==> src/suc_pkg.sv <==
// Constants, state types and helpers shared by the UART core
package suc_pkg;
	// ==========================================================
	// Register indexes; byte address is four times the index
	localparam logic [2:0] A_DATA = 3'h0;
	localparam logic [2:0] A_IER  = 3'h1;
	localparam logic [2:0] A_IIR  = 3'h2;
	localparam logic [2:0] A_LCR  = 3'h3;
	localparam logic [2:0] A_MCR  = 3'h4;
	localparam logic [2:0] A_LSR  = 3'h5;
	localparam logic [2:0] A_MSR  = 3'h6;
	localparam logic [2:0] A_SCR  = 3'h7;
	localparam int         IDX_LO = 2;
	localparam int         IDX_HI = 4;
	localparam int         ADDR_W = 8;
	// ==========================================================
	// Field positions
	localparam int L_STB = 2, L_PEN = 3, L_EPS = 4, L_STK = 5, L_BRK = 6, L_DLAB = 7;
	localparam int M_DTR = 0, M_RTS = 1, M_OUT1 = 2, M_OUT2 = 3, M_LOOP = 4;
	localparam int E_RD = 0, E_TE = 1, E_LS = 2, E_MS = 3;
	localparam int R_RI = 2;
	// ==========================================================
	// Reset values, tick counts, interrupt codes
	localparam logic [15:0] DIV_RST  = 16'h0001;
	localparam logic [3:0]  MID_TICK = 4'h7;
	localparam logic [3:0]  END_TICK = 4'hF;
	localparam logic [3:0]  IID_LS   = 4'h6;
	localparam logic [3:0]  IID_RD   = 4'h4;
	localparam logic [3:0]  IID_TE   = 4'h2;
	localparam logic [3:0]  IID_MS   = 4'h0;
	localparam logic [3:0]  IID_NONE = 4'h1;
	// ==========================================================
	// State machines
	typedef enum logic [5:0] {TS_IDLE = 6'h01, TS_START = 6'h02, TS_DATA = 6'h04,
		TS_PAR = 6'h08, TS_STOP = 6'h10, TS_HALF = 6'h20} suc_tx_st_t;
	typedef enum logic [4:0] {RS_IDLE = 5'h01, RS_START = 5'h02, RS_DATA = 5'h04,
		RS_PAR = 5'h08, RS_STOP = 5'h10} suc_rx_st_t;
	// Data bit mask for 5 to 8 bit characters
	function automatic logic [7:0] suc_mask(input logic [1:0] wls);
		return 8'hFF >> (2'h3 - wls);
	endfunction : suc_mask
endpackage : suc_pkg

==> src/suc_baud.sv <==
// Bit-rate generator: 16x sampling tick and bit-rate tick
`timescale 1ns/1ps
module suc_baud (
	// Clock and reset
	input  wire logic        ref_clk,
	input  wire logic        reset_n,
	// Divisor in, ticks out
	input  wire logic [15:0] divisor,
	output logic             tick16_ff,
	output logic             baud_ff
);
	logic [15:0] cnt_ff;
	logic [3:0]  sub_ff;
	logic        wrap;

	// Zero divisor is not guarded; it counts the full range
	assign wrap = (cnt_ff >= divisor - 16'h0001);

	// ==========================================================
	// Divide by the divisor
	always_ff @(posedge ref_clk or negedge reset_n) begin
		if (!reset_n) begin
			cnt_ff    <= '0;
			tick16_ff <= 1'h0;
		end else begin
			cnt_ff    <= wrap ? '0 : cnt_ff + 16'h0001;
			tick16_ff <= wrap;
		end
	end

	// ==========================================================
	// Divide the 16x tick by sixteen
	always_ff @(posedge ref_clk or negedge reset_n) begin
		if (!reset_n) begin
			sub_ff  <= '0;
			baud_ff <= 1'h0;
		end else begin
			baud_ff <= tick16_ff && (sub_ff == suc_pkg::END_TICK);
			if (tick16_ff)
				sub_ff <= sub_ff + 4'h1;
		end
	end
endmodule : suc_baud

==> src/suc_rx.sv <==
// Serial receiver with false-start check and error flags
`timescale 1ns/1ps
module suc_rx (
	// Clock and reset
	input  wire logic       ref_clk,
	input  wire logic       reset_n,
	// Line, tick and format
	input  wire logic       tick16,
	input  wire logic       rxd,
	input  wire logic [7:0] lcr,
	// Received character
	output logic            done_ff,
	output logic [7:0]      data_ff,
	output logic            perr_ff,
	output logic            ferr_ff,
	output logic            brk_ff
);
	suc_pkg::suc_rx_st_t st_ff;
	logic [3:0]          ph_ff;
	logic [2:0]          bit_ff;
	logic [7:0]          sh_ff;
	logic                par_ff;
	logic                zero_ff;
	logic                prev_ff;
	logic                samp;
	logic                exp_par;

	assign samp    = tick16 && (ph_ff == suc_pkg::END_TICK);
	assign exp_par = lcr[suc_pkg::L_STK] ? ~lcr[suc_pkg::L_EPS] : par_ff ^ ~lcr[suc_pkg::L_EPS];

	// ==========================================================
	// Deframer
	always_ff @(posedge ref_clk or negedge reset_n) begin
		if (!reset_n) begin
			st_ff   <= suc_pkg::RS_IDLE;
			ph_ff   <= '0;
			bit_ff  <= '0;
			sh_ff   <= '0;
			par_ff  <= 1'h0;
			zero_ff <= 1'h0;
			prev_ff <= 1'h1;
			done_ff <= 1'h0;
			data_ff <= '0;
			perr_ff <= 1'h0;
			ferr_ff <= 1'h0;
			brk_ff  <= 1'h0;
		end else begin
			prev_ff <= rxd;
			done_ff <= 1'h0;
			if (tick16)
				ph_ff <= ph_ff + 4'h1;
			unique case (st_ff)
				// Falling edge only, so a held break starts nothing
				suc_pkg::RS_IDLE: if (prev_ff && !rxd) begin
					st_ff <= suc_pkg::RS_START;
					ph_ff <= '0;
				end
				suc_pkg::RS_START: if (tick16 && ph_ff == suc_pkg::MID_TICK) begin
					st_ff   <= rxd ? suc_pkg::RS_IDLE : suc_pkg::RS_DATA;
					ph_ff   <= '0;
					bit_ff  <= '0;
					par_ff  <= 1'h0;
					zero_ff <= 1'h1;
					perr_ff <= 1'h0;
				end
				suc_pkg::RS_DATA: if (samp) begin
					sh_ff   <= {rxd, sh_ff[7:1]};
					par_ff  <= par_ff ^ rxd;
					zero_ff <= zero_ff & ~rxd;
					bit_ff  <= bit_ff + 3'h1;
					if (bit_ff == 3'h4 + {1'h0, lcr[1:0]})
						st_ff <= lcr[suc_pkg::L_PEN] ? suc_pkg::RS_PAR : suc_pkg::RS_STOP;
				end
				suc_pkg::RS_PAR: if (samp) begin
					perr_ff <= rxd != exp_par;
					zero_ff <= zero_ff & ~rxd;
					st_ff   <= suc_pkg::RS_STOP;
				end
				suc_pkg::RS_STOP: if (samp) begin
					ferr_ff <= ~rxd;
					brk_ff  <= zero_ff & ~rxd;
					data_ff <= sh_ff >> (2'h3 - lcr[1:0]);
					done_ff <= 1'h1;
					st_ff   <= suc_pkg::RS_IDLE;
				end
			endcase
		end
	end
endmodule : suc_rx

==> src/suc_uart.sv <==
// Synchronous UART core top: APB registers, transmitter, interrupts, modem lines
//
// Our own choices: the APB register port and the address map.
`timescale 1ns/1ps
module suc_uart (
	// Clock and reset
	input  wire logic        ref_clk,
	input  wire logic        reset_n,
	// APB slave
	input  wire logic        psel,
	input  wire logic        penable,
	input  wire logic        pwrite,
	input  wire logic [7:0]  paddr,
	input  wire logic [31:0] pwdata,
	output logic      [31:0] prdata,
	output logic             pready,
	output logic             pslverr,
	output logic             driver_disable,
	// Interrupt and bit tick
	output logic             irq,
	output logic             baud_tick,
	// Serial line
	input  wire logic        serial_in,
	output logic             serial_out,
	// Modem control, active low
	input  wire logic        send_permit_in_n,
	input  wire logic        modem_ready_in_n,
	input  wire logic        call_alert_in_n,
	input  wire logic        carrier_detect_in_n,
	output logic             send_request_out_n,
	output logic             terminal_ready_out_n,
	output logic             aux1_out_n,
	output logic             aux2_out_n
);
	// ==========================================================
	// Declarations
	logic [15:0]         div_ff;
	logic [3:0]          ier_ff;
	logic [7:0]          lcr_ff;
	logic [4:0]          mcr_ff;
	logic [7:0]          scr_ff;
	logic [7:0]          thr_ff;
	logic                thr_full_ff;
	logic [7:0]          rbr_ff;
	logic                dr_ff;
	logic                oe_ff;
	logic [2:0]          err_ff;
	logic                fresh_ff;
	logic [3:0]          prev_ff;
	logic [3:0]          delta_ff;
	logic                thre_int_ff;
	suc_pkg::suc_tx_st_t tst_ff;
	logic [7:0]          tsr_ff;
	logic [2:0]          tbit_ff;
	logic                tpar_ff;
	logic                two_ff;
	logic [3:0]          half_ff;
	logic                txo_ff;
	logic [2:0]          idx;
	logic                bad;
	logic                dlab;
	logic                acc;
	logic                wr_acc;
	logic                rd_acc;
	logic                rd_setup;
	logic                rd_clr;
	logic                thr_wr;
	logic [7:0]          wd;
	logic [7:0]          rd_val;
	logic [3:0]          iid;
	logic [3:0]          ms_cur;
	logic [3:0]          ms_ev;
	logic                tick16;
	logic                btick;
	logic                tx_take;
	logic                stop_last;
	logic                par_bit;
	logic                tx_line;
	logic                loop;
	logic                rx_in;
	logic                rx_done;
	logic [7:0]          rx_data;
	logic [2:0]          rx_err;
	logic                ls_pend;
	logic                rd_pend;
	logic                te_pend;
	logic                ms_pend;

	// ==========================================================
	// Address decode, straight from the bus each access
	assign idx      = paddr[suc_pkg::IDX_HI:suc_pkg::IDX_LO];
	assign bad      = |paddr[suc_pkg::ADDR_W-1:suc_pkg::IDX_HI+1];
	assign dlab     = lcr_ff[suc_pkg::L_DLAB];
	assign acc      = psel & penable & pready;
	assign wr_acc   = acc & pwrite & ~bad;
	assign rd_acc   = acc & ~pwrite & ~bad;
	assign rd_setup = psel & ~penable & ~pwrite;
	assign rd_clr   = rd_acc & ~fresh_ff;
	assign thr_wr   = wr_acc & (idx == suc_pkg::A_DATA) & ~dlab;
	assign wd       = pwdata[7:0];
	assign loop     = mcr_ff[suc_pkg::M_LOOP];

	// ==========================================================
	// Bus answer: zero wait, read data caught in the setup cycle
	always_ff @(posedge ref_clk or negedge reset_n) begin
		if (!reset_n) begin
			prdata         <= '0;
			pready         <= 1'h0;
			pslverr        <= 1'h0;
			driver_disable <= 1'h1;
		end else begin
			pready         <= psel & ~penable;
			pslverr        <= psel & ~penable & bad;
			driver_disable <= ~rd_setup;
			if (rd_setup)
				prdata <= {24'h00_0000, bad ? 8'h00 : rd_val};
		end
	end

	// ==========================================================
	// Configuration registers
	always_ff @(posedge ref_clk or negedge reset_n) begin
		if (!reset_n) begin
			div_ff <= suc_pkg::DIV_RST;
			ier_ff <= '0;
			lcr_ff <= '0;
			mcr_ff <= '0;
			scr_ff <= '0;
		end else if (wr_acc) begin
			case (idx)
				suc_pkg::A_DATA: if (dlab) begin
					div_ff[7:0] <= wd;
				end
				suc_pkg::A_IER: if (dlab) begin
					div_ff[15:8] <= wd;
				end else begin
					ier_ff <= wd[3:0];
				end
				suc_pkg::A_LCR: lcr_ff <= wd;
				suc_pkg::A_MCR: mcr_ff <= wd[4:0];
				suc_pkg::A_SCR: scr_ff <= wd;
				default: ;
			endcase
		end
	end

	// ==========================================================
	// Transmit holding register
	always_ff @(posedge ref_clk or negedge reset_n) begin
		if (!reset_n) begin
			thr_ff      <= '0;
			thr_full_ff <= 1'h0;
		end else if (thr_wr) begin
			thr_ff      <= wd;
			thr_full_ff <= 1'h1;
		end else if (tx_take) begin
			thr_full_ff <= 1'h0;
		end
	end

	// ==========================================================
	// Receive holding register and line status
	always_ff @(posedge ref_clk or negedge reset_n) begin
		if (!reset_n) begin
			rbr_ff   <= '0;
			dr_ff    <= 1'h0;
			oe_ff    <= 1'h0;
			fresh_ff <= 1'h0;
		end else begin
			// Character landing after the read was caught stays unread
			if (rx_done)
				fresh_ff <= 1'h1;
			else if (rd_setup)
				fresh_ff <= 1'h0;
			if (rx_done)
				rbr_ff <= rx_data;
			if (rx_done)
				dr_ff <= 1'h1;
			else if (rd_clr && idx == suc_pkg::A_DATA && !dlab)
				dr_ff <= 1'h0;
			if (rx_done && dr_ff && !(rd_clr && idx == suc_pkg::A_DATA && !dlab))
				oe_ff <= 1'h1;
			else if (rd_clr && idx == suc_pkg::A_LSR)
				oe_ff <= 1'h0;
		end
	end

	// Parity, framing and break flags; new error wins over the clear
	for (genvar g = 0; g < 3; g++) begin : g_err
		always_ff @(posedge ref_clk or negedge reset_n) begin
			if (!reset_n)
				err_ff[g] <= 1'h0;
			else if (rx_done && rx_err[g])
				err_ff[g] <= 1'h1;
			else if (rd_clr && idx == suc_pkg::A_LSR)
				err_ff[g] <= 1'h0;
		end
	end

	// ==========================================================
	// Modem status; loopback ties outputs back to inputs
	assign ms_cur = loop ? {mcr_ff[suc_pkg::M_OUT2], mcr_ff[suc_pkg::M_OUT1], mcr_ff[suc_pkg::M_DTR],
		mcr_ff[suc_pkg::M_RTS]} : ~{carrier_detect_in_n, call_alert_in_n, modem_ready_in_n,
		send_permit_in_n};
	assign ms_ev  = (prev_ff ^ ms_cur) & ~(4'h1 << suc_pkg::R_RI)
		| (prev_ff & ~ms_cur & (4'h1 << suc_pkg::R_RI));

	always_ff @(posedge ref_clk or negedge reset_n) begin
		if (!reset_n) begin
			prev_ff  <= '0;
			delta_ff <= '0;
		end else begin
			prev_ff <= ms_cur;
			if (rd_acc && idx == suc_pkg::A_MSR)
				delta_ff <= ms_ev;
			else
				delta_ff <= delta_ff | ms_ev;
		end
	end

	// ==========================================================
	// Transmitter; bits move on the bit tick
	assign stop_last = ~lcr_ff[suc_pkg::L_STB] | two_ff;
	assign tx_take   = thr_full_ff & btick & ((tst_ff == suc_pkg::TS_IDLE)
		| ((tst_ff == suc_pkg::TS_STOP) & stop_last));
	assign par_bit   = lcr_ff[suc_pkg::L_STK] ? ~lcr_ff[suc_pkg::L_EPS] : tpar_ff ^ ~lcr_ff[suc_pkg::L_EPS];
	assign tx_line   = txo_ff & ~lcr_ff[suc_pkg::L_BRK];

	always_ff @(posedge ref_clk or negedge reset_n) begin
		if (!reset_n) begin
			tst_ff  <= suc_pkg::TS_IDLE;
			tsr_ff  <= '0;
			tbit_ff <= '0;
			tpar_ff <= 1'h0;
			two_ff  <= 1'h0;
			half_ff <= '0;
			txo_ff  <= 1'h1;
		end else begin
			if (tick16)
				half_ff <= half_ff + 4'h1;
			unique case (tst_ff)
				suc_pkg::TS_IDLE: if (tx_take) begin
					tsr_ff <= thr_ff & suc_pkg::suc_mask(lcr_ff[1:0]);
					txo_ff <= 1'h0;
					tst_ff <= suc_pkg::TS_START;
				end
				suc_pkg::TS_START: if (btick) begin
					txo_ff  <= tsr_ff[0];
					tsr_ff  <= tsr_ff >> 1;
					tpar_ff <= tsr_ff[0];
					tbit_ff <= '0;
					tst_ff  <= suc_pkg::TS_DATA;
				end
				suc_pkg::TS_DATA: if (btick) begin
					if (tbit_ff == 3'h4 + {1'h0, lcr_ff[1:0]}) begin
						txo_ff <= lcr_ff[suc_pkg::L_PEN] ? par_bit : 1'h1;
						tst_ff <= lcr_ff[suc_pkg::L_PEN] ? suc_pkg::TS_PAR : suc_pkg::TS_STOP;
						two_ff <= 1'h0;
					end else begin
						txo_ff  <= tsr_ff[0];
						tsr_ff  <= tsr_ff >> 1;
						tpar_ff <= tpar_ff ^ tsr_ff[0];
						tbit_ff <= tbit_ff + 3'h1;
					end
				end
				suc_pkg::TS_PAR: if (btick) begin
					txo_ff <= 1'h1;
					two_ff <= 1'h0;
					tst_ff <= suc_pkg::TS_STOP;
				end
				suc_pkg::TS_STOP: if (btick) begin
					if (tx_take) begin
						tsr_ff <= thr_ff & suc_pkg::suc_mask(lcr_ff[1:0]);
						txo_ff <= 1'h0;
						tst_ff <= suc_pkg::TS_START;
					end else if (stop_last) begin
						tst_ff <= suc_pkg::TS_IDLE;
					end else if (lcr_ff[1:0] == 2'h0) begin
						half_ff <= '0;
						tst_ff  <= suc_pkg::TS_HALF;
					end else begin
						two_ff <= 1'h1;
					end
				end
				// Half stop; next start waits for the following bit tick
				suc_pkg::TS_HALF: if (tick16 && half_ff == suc_pkg::MID_TICK) begin
					tst_ff <= suc_pkg::TS_IDLE;
				end
			endcase
		end
	end

	// ==========================================================
	// Interrupt priority and transmitter-empty source
	assign ls_pend = ier_ff[suc_pkg::E_LS] & (oe_ff | (|err_ff));
	assign rd_pend = ier_ff[suc_pkg::E_RD] & dr_ff;
	assign te_pend = ier_ff[suc_pkg::E_TE] & thre_int_ff;
	assign ms_pend = ier_ff[suc_pkg::E_MS] & (|delta_ff);
	assign iid     = ls_pend ? suc_pkg::IID_LS : rd_pend ? suc_pkg::IID_RD : te_pend ? suc_pkg::IID_TE
		: ms_pend ? suc_pkg::IID_MS : suc_pkg::IID_NONE;

	always_ff @(posedge ref_clk or negedge reset_n) begin
		if (!reset_n) begin
			thre_int_ff <= 1'h0;
			irq         <= 1'h0;
		end else begin
			irq <= ~iid[0];
			if (tx_take || (wr_acc && idx == suc_pkg::A_IER && !dlab && wd[suc_pkg::E_TE] && !thr_full_ff))
				thre_int_ff <= 1'h1;
			else if (thr_wr || (rd_acc && idx == suc_pkg::A_IIR && iid == suc_pkg::IID_TE))
				thre_int_ff <= 1'h0;
		end
	end

	// ==========================================================
	// Read multiplexer
	always_comb begin
		rd_val = '0;
		case (idx)
			suc_pkg::A_DATA: rd_val = dlab ? div_ff[7:0] : rbr_ff;
			suc_pkg::A_IER:  rd_val = dlab ? div_ff[15:8] : {4'h0, ier_ff};
			suc_pkg::A_IIR:  rd_val = {4'h0, iid};
			suc_pkg::A_LCR:  rd_val = lcr_ff;
			suc_pkg::A_MCR:  rd_val = {3'h0, mcr_ff};
			suc_pkg::A_LSR:  rd_val = {1'h0, ~thr_full_ff & (tst_ff == suc_pkg::TS_IDLE), ~thr_full_ff,
				err_ff, oe_ff, dr_ff};
			suc_pkg::A_MSR:  rd_val = {ms_cur, delta_ff};
			suc_pkg::A_SCR:  rd_val = scr_ff;
			default:         rd_val = '0;
		endcase
	end

	// ==========================================================
	// Serial and modem pins; loopback parks them inactive
	assign rx_in = loop ? tx_line : serial_in;

	always_ff @(posedge ref_clk or negedge reset_n) begin
		if (!reset_n) begin
			serial_out           <= 1'h1;
			send_request_out_n   <= 1'h1;
			terminal_ready_out_n <= 1'h1;
			aux1_out_n           <= 1'h1;
			aux2_out_n           <= 1'h1;
		end else begin
			serial_out           <= loop | tx_line;
			send_request_out_n   <= loop | ~mcr_ff[suc_pkg::M_RTS];
			terminal_ready_out_n <= loop | ~mcr_ff[suc_pkg::M_DTR];
			aux1_out_n           <= loop | ~mcr_ff[suc_pkg::M_OUT1];
			aux2_out_n           <= loop | ~mcr_ff[suc_pkg::M_OUT2];
		end
	end

	// ==========================================================
	// Submodules
	suc_baud u_baud (
		.ref_clk   (ref_clk),
		.reset_n   (reset_n),
		.divisor   (div_ff),
		.tick16_ff (tick16),
		.baud_ff   (btick)
	);

	assign baud_tick = btick;

	suc_rx u_rx (
		.ref_clk (ref_clk),
		.reset_n (reset_n),
		.tick16  (tick16),
		.rxd     (rx_in),
		.lcr     (lcr_ff),
		.done_ff (rx_done),
		.data_ff (rx_data),
		.perr_ff (rx_err[0]),
		.ferr_ff (rx_err[1]),
		.brk_ff  (rx_err[2])
	);
endmodule : suc_uart

==> config.mk <==
export PLATFORM = sky130hd
export DESIGN_NAME = suc_uart
export DESIGN_NICKNAME = d
export VERILOG_FILES = /design/src/suc_pkg.sv /design/src/suc_baud.sv /design/src/suc_rx.sv /design/src/suc_uart.sv
export SDC_FILE = /design/constraint.sdc
export NUM_CORES = 1
export LEC_CHECK = 0
export ABC_AREA = 1
export BUFFER_PORTS_ARGS = -buffer_cell sky130_fd_sc_hd__buf_2
export CORE_MARGIN = 2
export CORE_UTILIZATION = 51
export CTS_BUF_LIST = sky130_fd_sc_hd__clkbuf_2
export DETAILED_ROUTE_END_ITERATION = 12
export PLACE_DENSITY_LB_ADDON = 0.3
export SYNTH_ARGS = -nofsm -noshare
export SYNTH_HDL_FRONTEND = slang
export SYNTH_SLANG_ARGS = --single-unit
==> constraint.sdc <==
create_clock -name ref_clk -period 2.38 [get_ports ref_clk]
set_input_delay 0.714 -clock ref_clk [delete_from_list [all_inputs] [get_ports ref_clk]]
set_output_delay 0.714 -clock ref_clk [all_outputs]
set_load 0.01 [all_outputs]
==> flow_summary.toml <==
[outcome]
status = "finished with violations"
violations = "negative setup slack"

[min_path]
hold_depth = 2
hp-class = "primary input to register"

[critical_path]
cp.required_ns = 3.01
cp.arrival_ns = 3.09
cp-start-kind = "register"
reg2reg_depth = 17
critical_path_class = "register to register"
worstSetupEndpointType = "register"
crit_fanout = 7

[clocking]
cts_sinks = 171
cts-root-buf = "clkbuf_2"
path_clk_slew_ns = 0.24
insertion_delay_ns = 0.73
cts_tree = "built"
cts_max_level = 4
clock_tree.buffer_depth = 2
numCtsBuffers = 17

[synthesis]
ys_warn_count = 0
yosysMostFrequentCell = "nand2_1"
synth_largest_area_cell = "dfrtp_1"
synth_area_leaders = "dfrtp_1, nand2_1, o21ai_0"
avgSynthCellArea_um2 = 7.958
synth_flop_cell = "dfrtp_1"
ys_seq_area_share_pct = 48.12
synth_commonest_cells = "nand2_1, dfrtp_1, inv_1"
synth_edf_count = 0
synth_seq_cells = 171
synthArstFlopShare_pct = 100.0
postSynthCellCount = 1121
yosysTopAreaCellShare_pct = 44.88
synth_cell_types = 44
syn_area_um2 = 8921

[routing]
route.detailed.drc = 0
drt_wl_total_um = 21470
viasPerCell = 5.263
dr.pass1.iters = 5
drt_iter0_drc = 653
dr_total_vias = 7673
wl_per_cell_um = 14.72
ant_nets = 0

[sta]
period_needed_ns = 2.461
finalMaxSlewViolations = 0
setup_viol = 15
max_slew_margin_pct = 60.31
fin_skew_ns = 0.02995
post-route-period-util_pct = 103.4
fin_ws_ns = -0.08139
max_freq_mhz = 406.3
hold_slack_ns = 0.1276
hold_violations = 0
rsz0062_at_grt = "yes"
worst_pin_slew_ns = 0.5908

[placed_design]
place_congestion = 0.9576
io_buffers = 41
dp_hpwl_um = 16140
dp_cells = 1417

[power_and_ir_drop]
powerDensity_nw_per_um2 = 475.0
vdd_ir_drop_max_mv = 0.3816
leakage_nw = 5.234

[floorplanning]
rows = 48
core_um2 = 17180
start_util_pct = 51.94
fp.dieArea_um2 = 18570
fp.dieW_um = 136.3
die_height_um = 136.3
top_level_ports = 92

[global_routing]
overflow = 0
grt_use_met2_pct = 39.25
grt_util_met3_pct = 4.437
grtUsageTotal_pct = 24.41
grt_pass1_vias = 7155
busiest_layer = "met2"
use_met1_pct = 33.37
antenna_found_initial = 0
grt_max_degree = 50
grt_pass1_wl_um = 35410

[flow_run]
drv_cap = 0

[final_layout]
antenna_cells = 0
drive_gt1_share_pct = 15.25
layoutNonFillerInstCount = 1458
fill_cells = 1634
synthToLayoutAreaGrowth_pct = 13.35
fin_nets = 1293
-- worst max-delay path, stage by stage, from the launching register on --
cell,delay (ns)
dfrtp_1,0.46
inv_2,0.10
ha_4,0.13
nand3_2,0.09
nor2_2,0.11
nand2_2,0.09
nor3_2,0.13
xor2_1,0.16
inv_1,0.08
ha_4,0.28
nand2_4,0.04
inv_2,0.06
nand3_4,0.07
nor3_4,0.17
nand3_1,0.10
nand3_2,0.13
buf_6,0.15
nor2_1,0.05
-- area by class of cell --
| class | instances | area, um2 | share of cell area (%) |
|---|---|---|---|
| clock inverter | 13 | 151.4 | 1.497 |
| clock buffer | 19 | 95.09 | 0.9404 |
| sequential | 171 | 4294 | 42.46 |
| multi-input combinational | 793 | 4063 | 40.18 |
| timing repair buffer | 103 | 724.4 | 7.164 |
| tap | 225 | 281.5 | 2.784 |
| inverter | 134 | 503.0 | 4.974 |
-- where the power goes --
part	leakage (nW)	total [mW]	switching (mW)	internal [mW]
Sequential	2.21	2.95	0.0138	2.94
Clock	0.153	1.59	1.00	0.585
Combinational	2.87	0.263	0.188	0.0753
Total	5.23	4.80	1.21	3.60
-- worst paths after layout --
check / startpoint / end / slack (ns)
worst max-delay path: div_ff[1] / u_baud.cnt_ff[6] / -0.08
worst min-delay path: penable / pslverr / 0.13
worst max register to register: div_ff[1] / u_baud.cnt_ff[6] / -0.08
worst min register to register: mcr_ff[0] / terminal_ready_out_n / 0.48
max in group asynchronous: reset_n / serial_out / 1.26
min in group asynchronous: reset_n / u_baud.cnt_ff[8] / 0.44
-- state kept, by name (all words and copies together), names as in the netlist, 5 cells and up --
signal / flops
div_ff: 16
scr_ff: 8
u_rx.st_ff: 5
u_rx.data_ff: 8
tsr_ff: 8
mcr_ff: 5
lcr_ff: 8
tst_ff: 6
rbr_ff: 8
prdata: 8
u_baud.cnt_ff: 16
u_rx.sh_ff: 8
thr_ff: 8
-- what timing repair did --
item                       4_1_cts  5_1_grt
setup endpoints to repair       17       18
gates cloned                     0        0
buffers inserted                 6        2
hold endpoints to repair        41        0
pin swaps                        9       11
hold buffers                     1        0
resized for setup               18       16
-- layer usage --
metal | vias up | share of wire (%)
li1 | 3789 | -
met1 | 3644 | 45
met2 | 208 | 48
met3 | 32 | 4.7
met4 | 0 | 2.4
met5 | - | 0
-- per-stage QoR --
step           TNS [ns]  power (mW)  worst slack [ns]  instance area [um2]  utilization (%)
5_1_grt          -3.396       4.992           -0.2318                10110            58.87
6_report        -0.9274       4.803          -0.08139                10110            58.87
4_1_cts          -1.123       4.851          -0.09502                10040            58.46
2_1_floorplan         0       3.136           0.02032                 9036                -
3_5_place_dp     -2.360       3.263           -0.1594                 9682            56.37
3_3_place_gp    -0.7702       3.260          -0.06169                 9682            56.37
-- layout by cell type (no fill, tap or decap), types with 8 or more instances in the layout --
master    Yosys  layout
dfrtp_1     160     159
nor2_1       77      67
dfstp_2      11      11
inv_2         1       8
clkbuf_2      0      19
xor2_1       28      28
nand2_1     323     320
nand3_1      57      54
conb_1        1      24
a21oi_1      31      30
nand4_1      30      30
nor2_2        2      11
inv_1       130     123
ha_1         23      20
xnor2_1      11      11
nor3_1       20      17
buf_2         8      40
buf_4        25      56
o21ai_0     116     114
-- cell families after synthesis --
| logic type | after synthesis | share of synthesized area (%) |
|---|---|---|
| compound gates | 183 | 11.14 |
| xor+xnor | 39 | 3.829 |
| fa+ha+maj | 23 | 3.226 |
| buf+inv | 180 | 8.738 |
| flops | 171 | 48.12 |
| other cells | 1 | 0.04204 |
| simple gates | 524 | 24.91 |
Power figures use the tool's default switching activity.
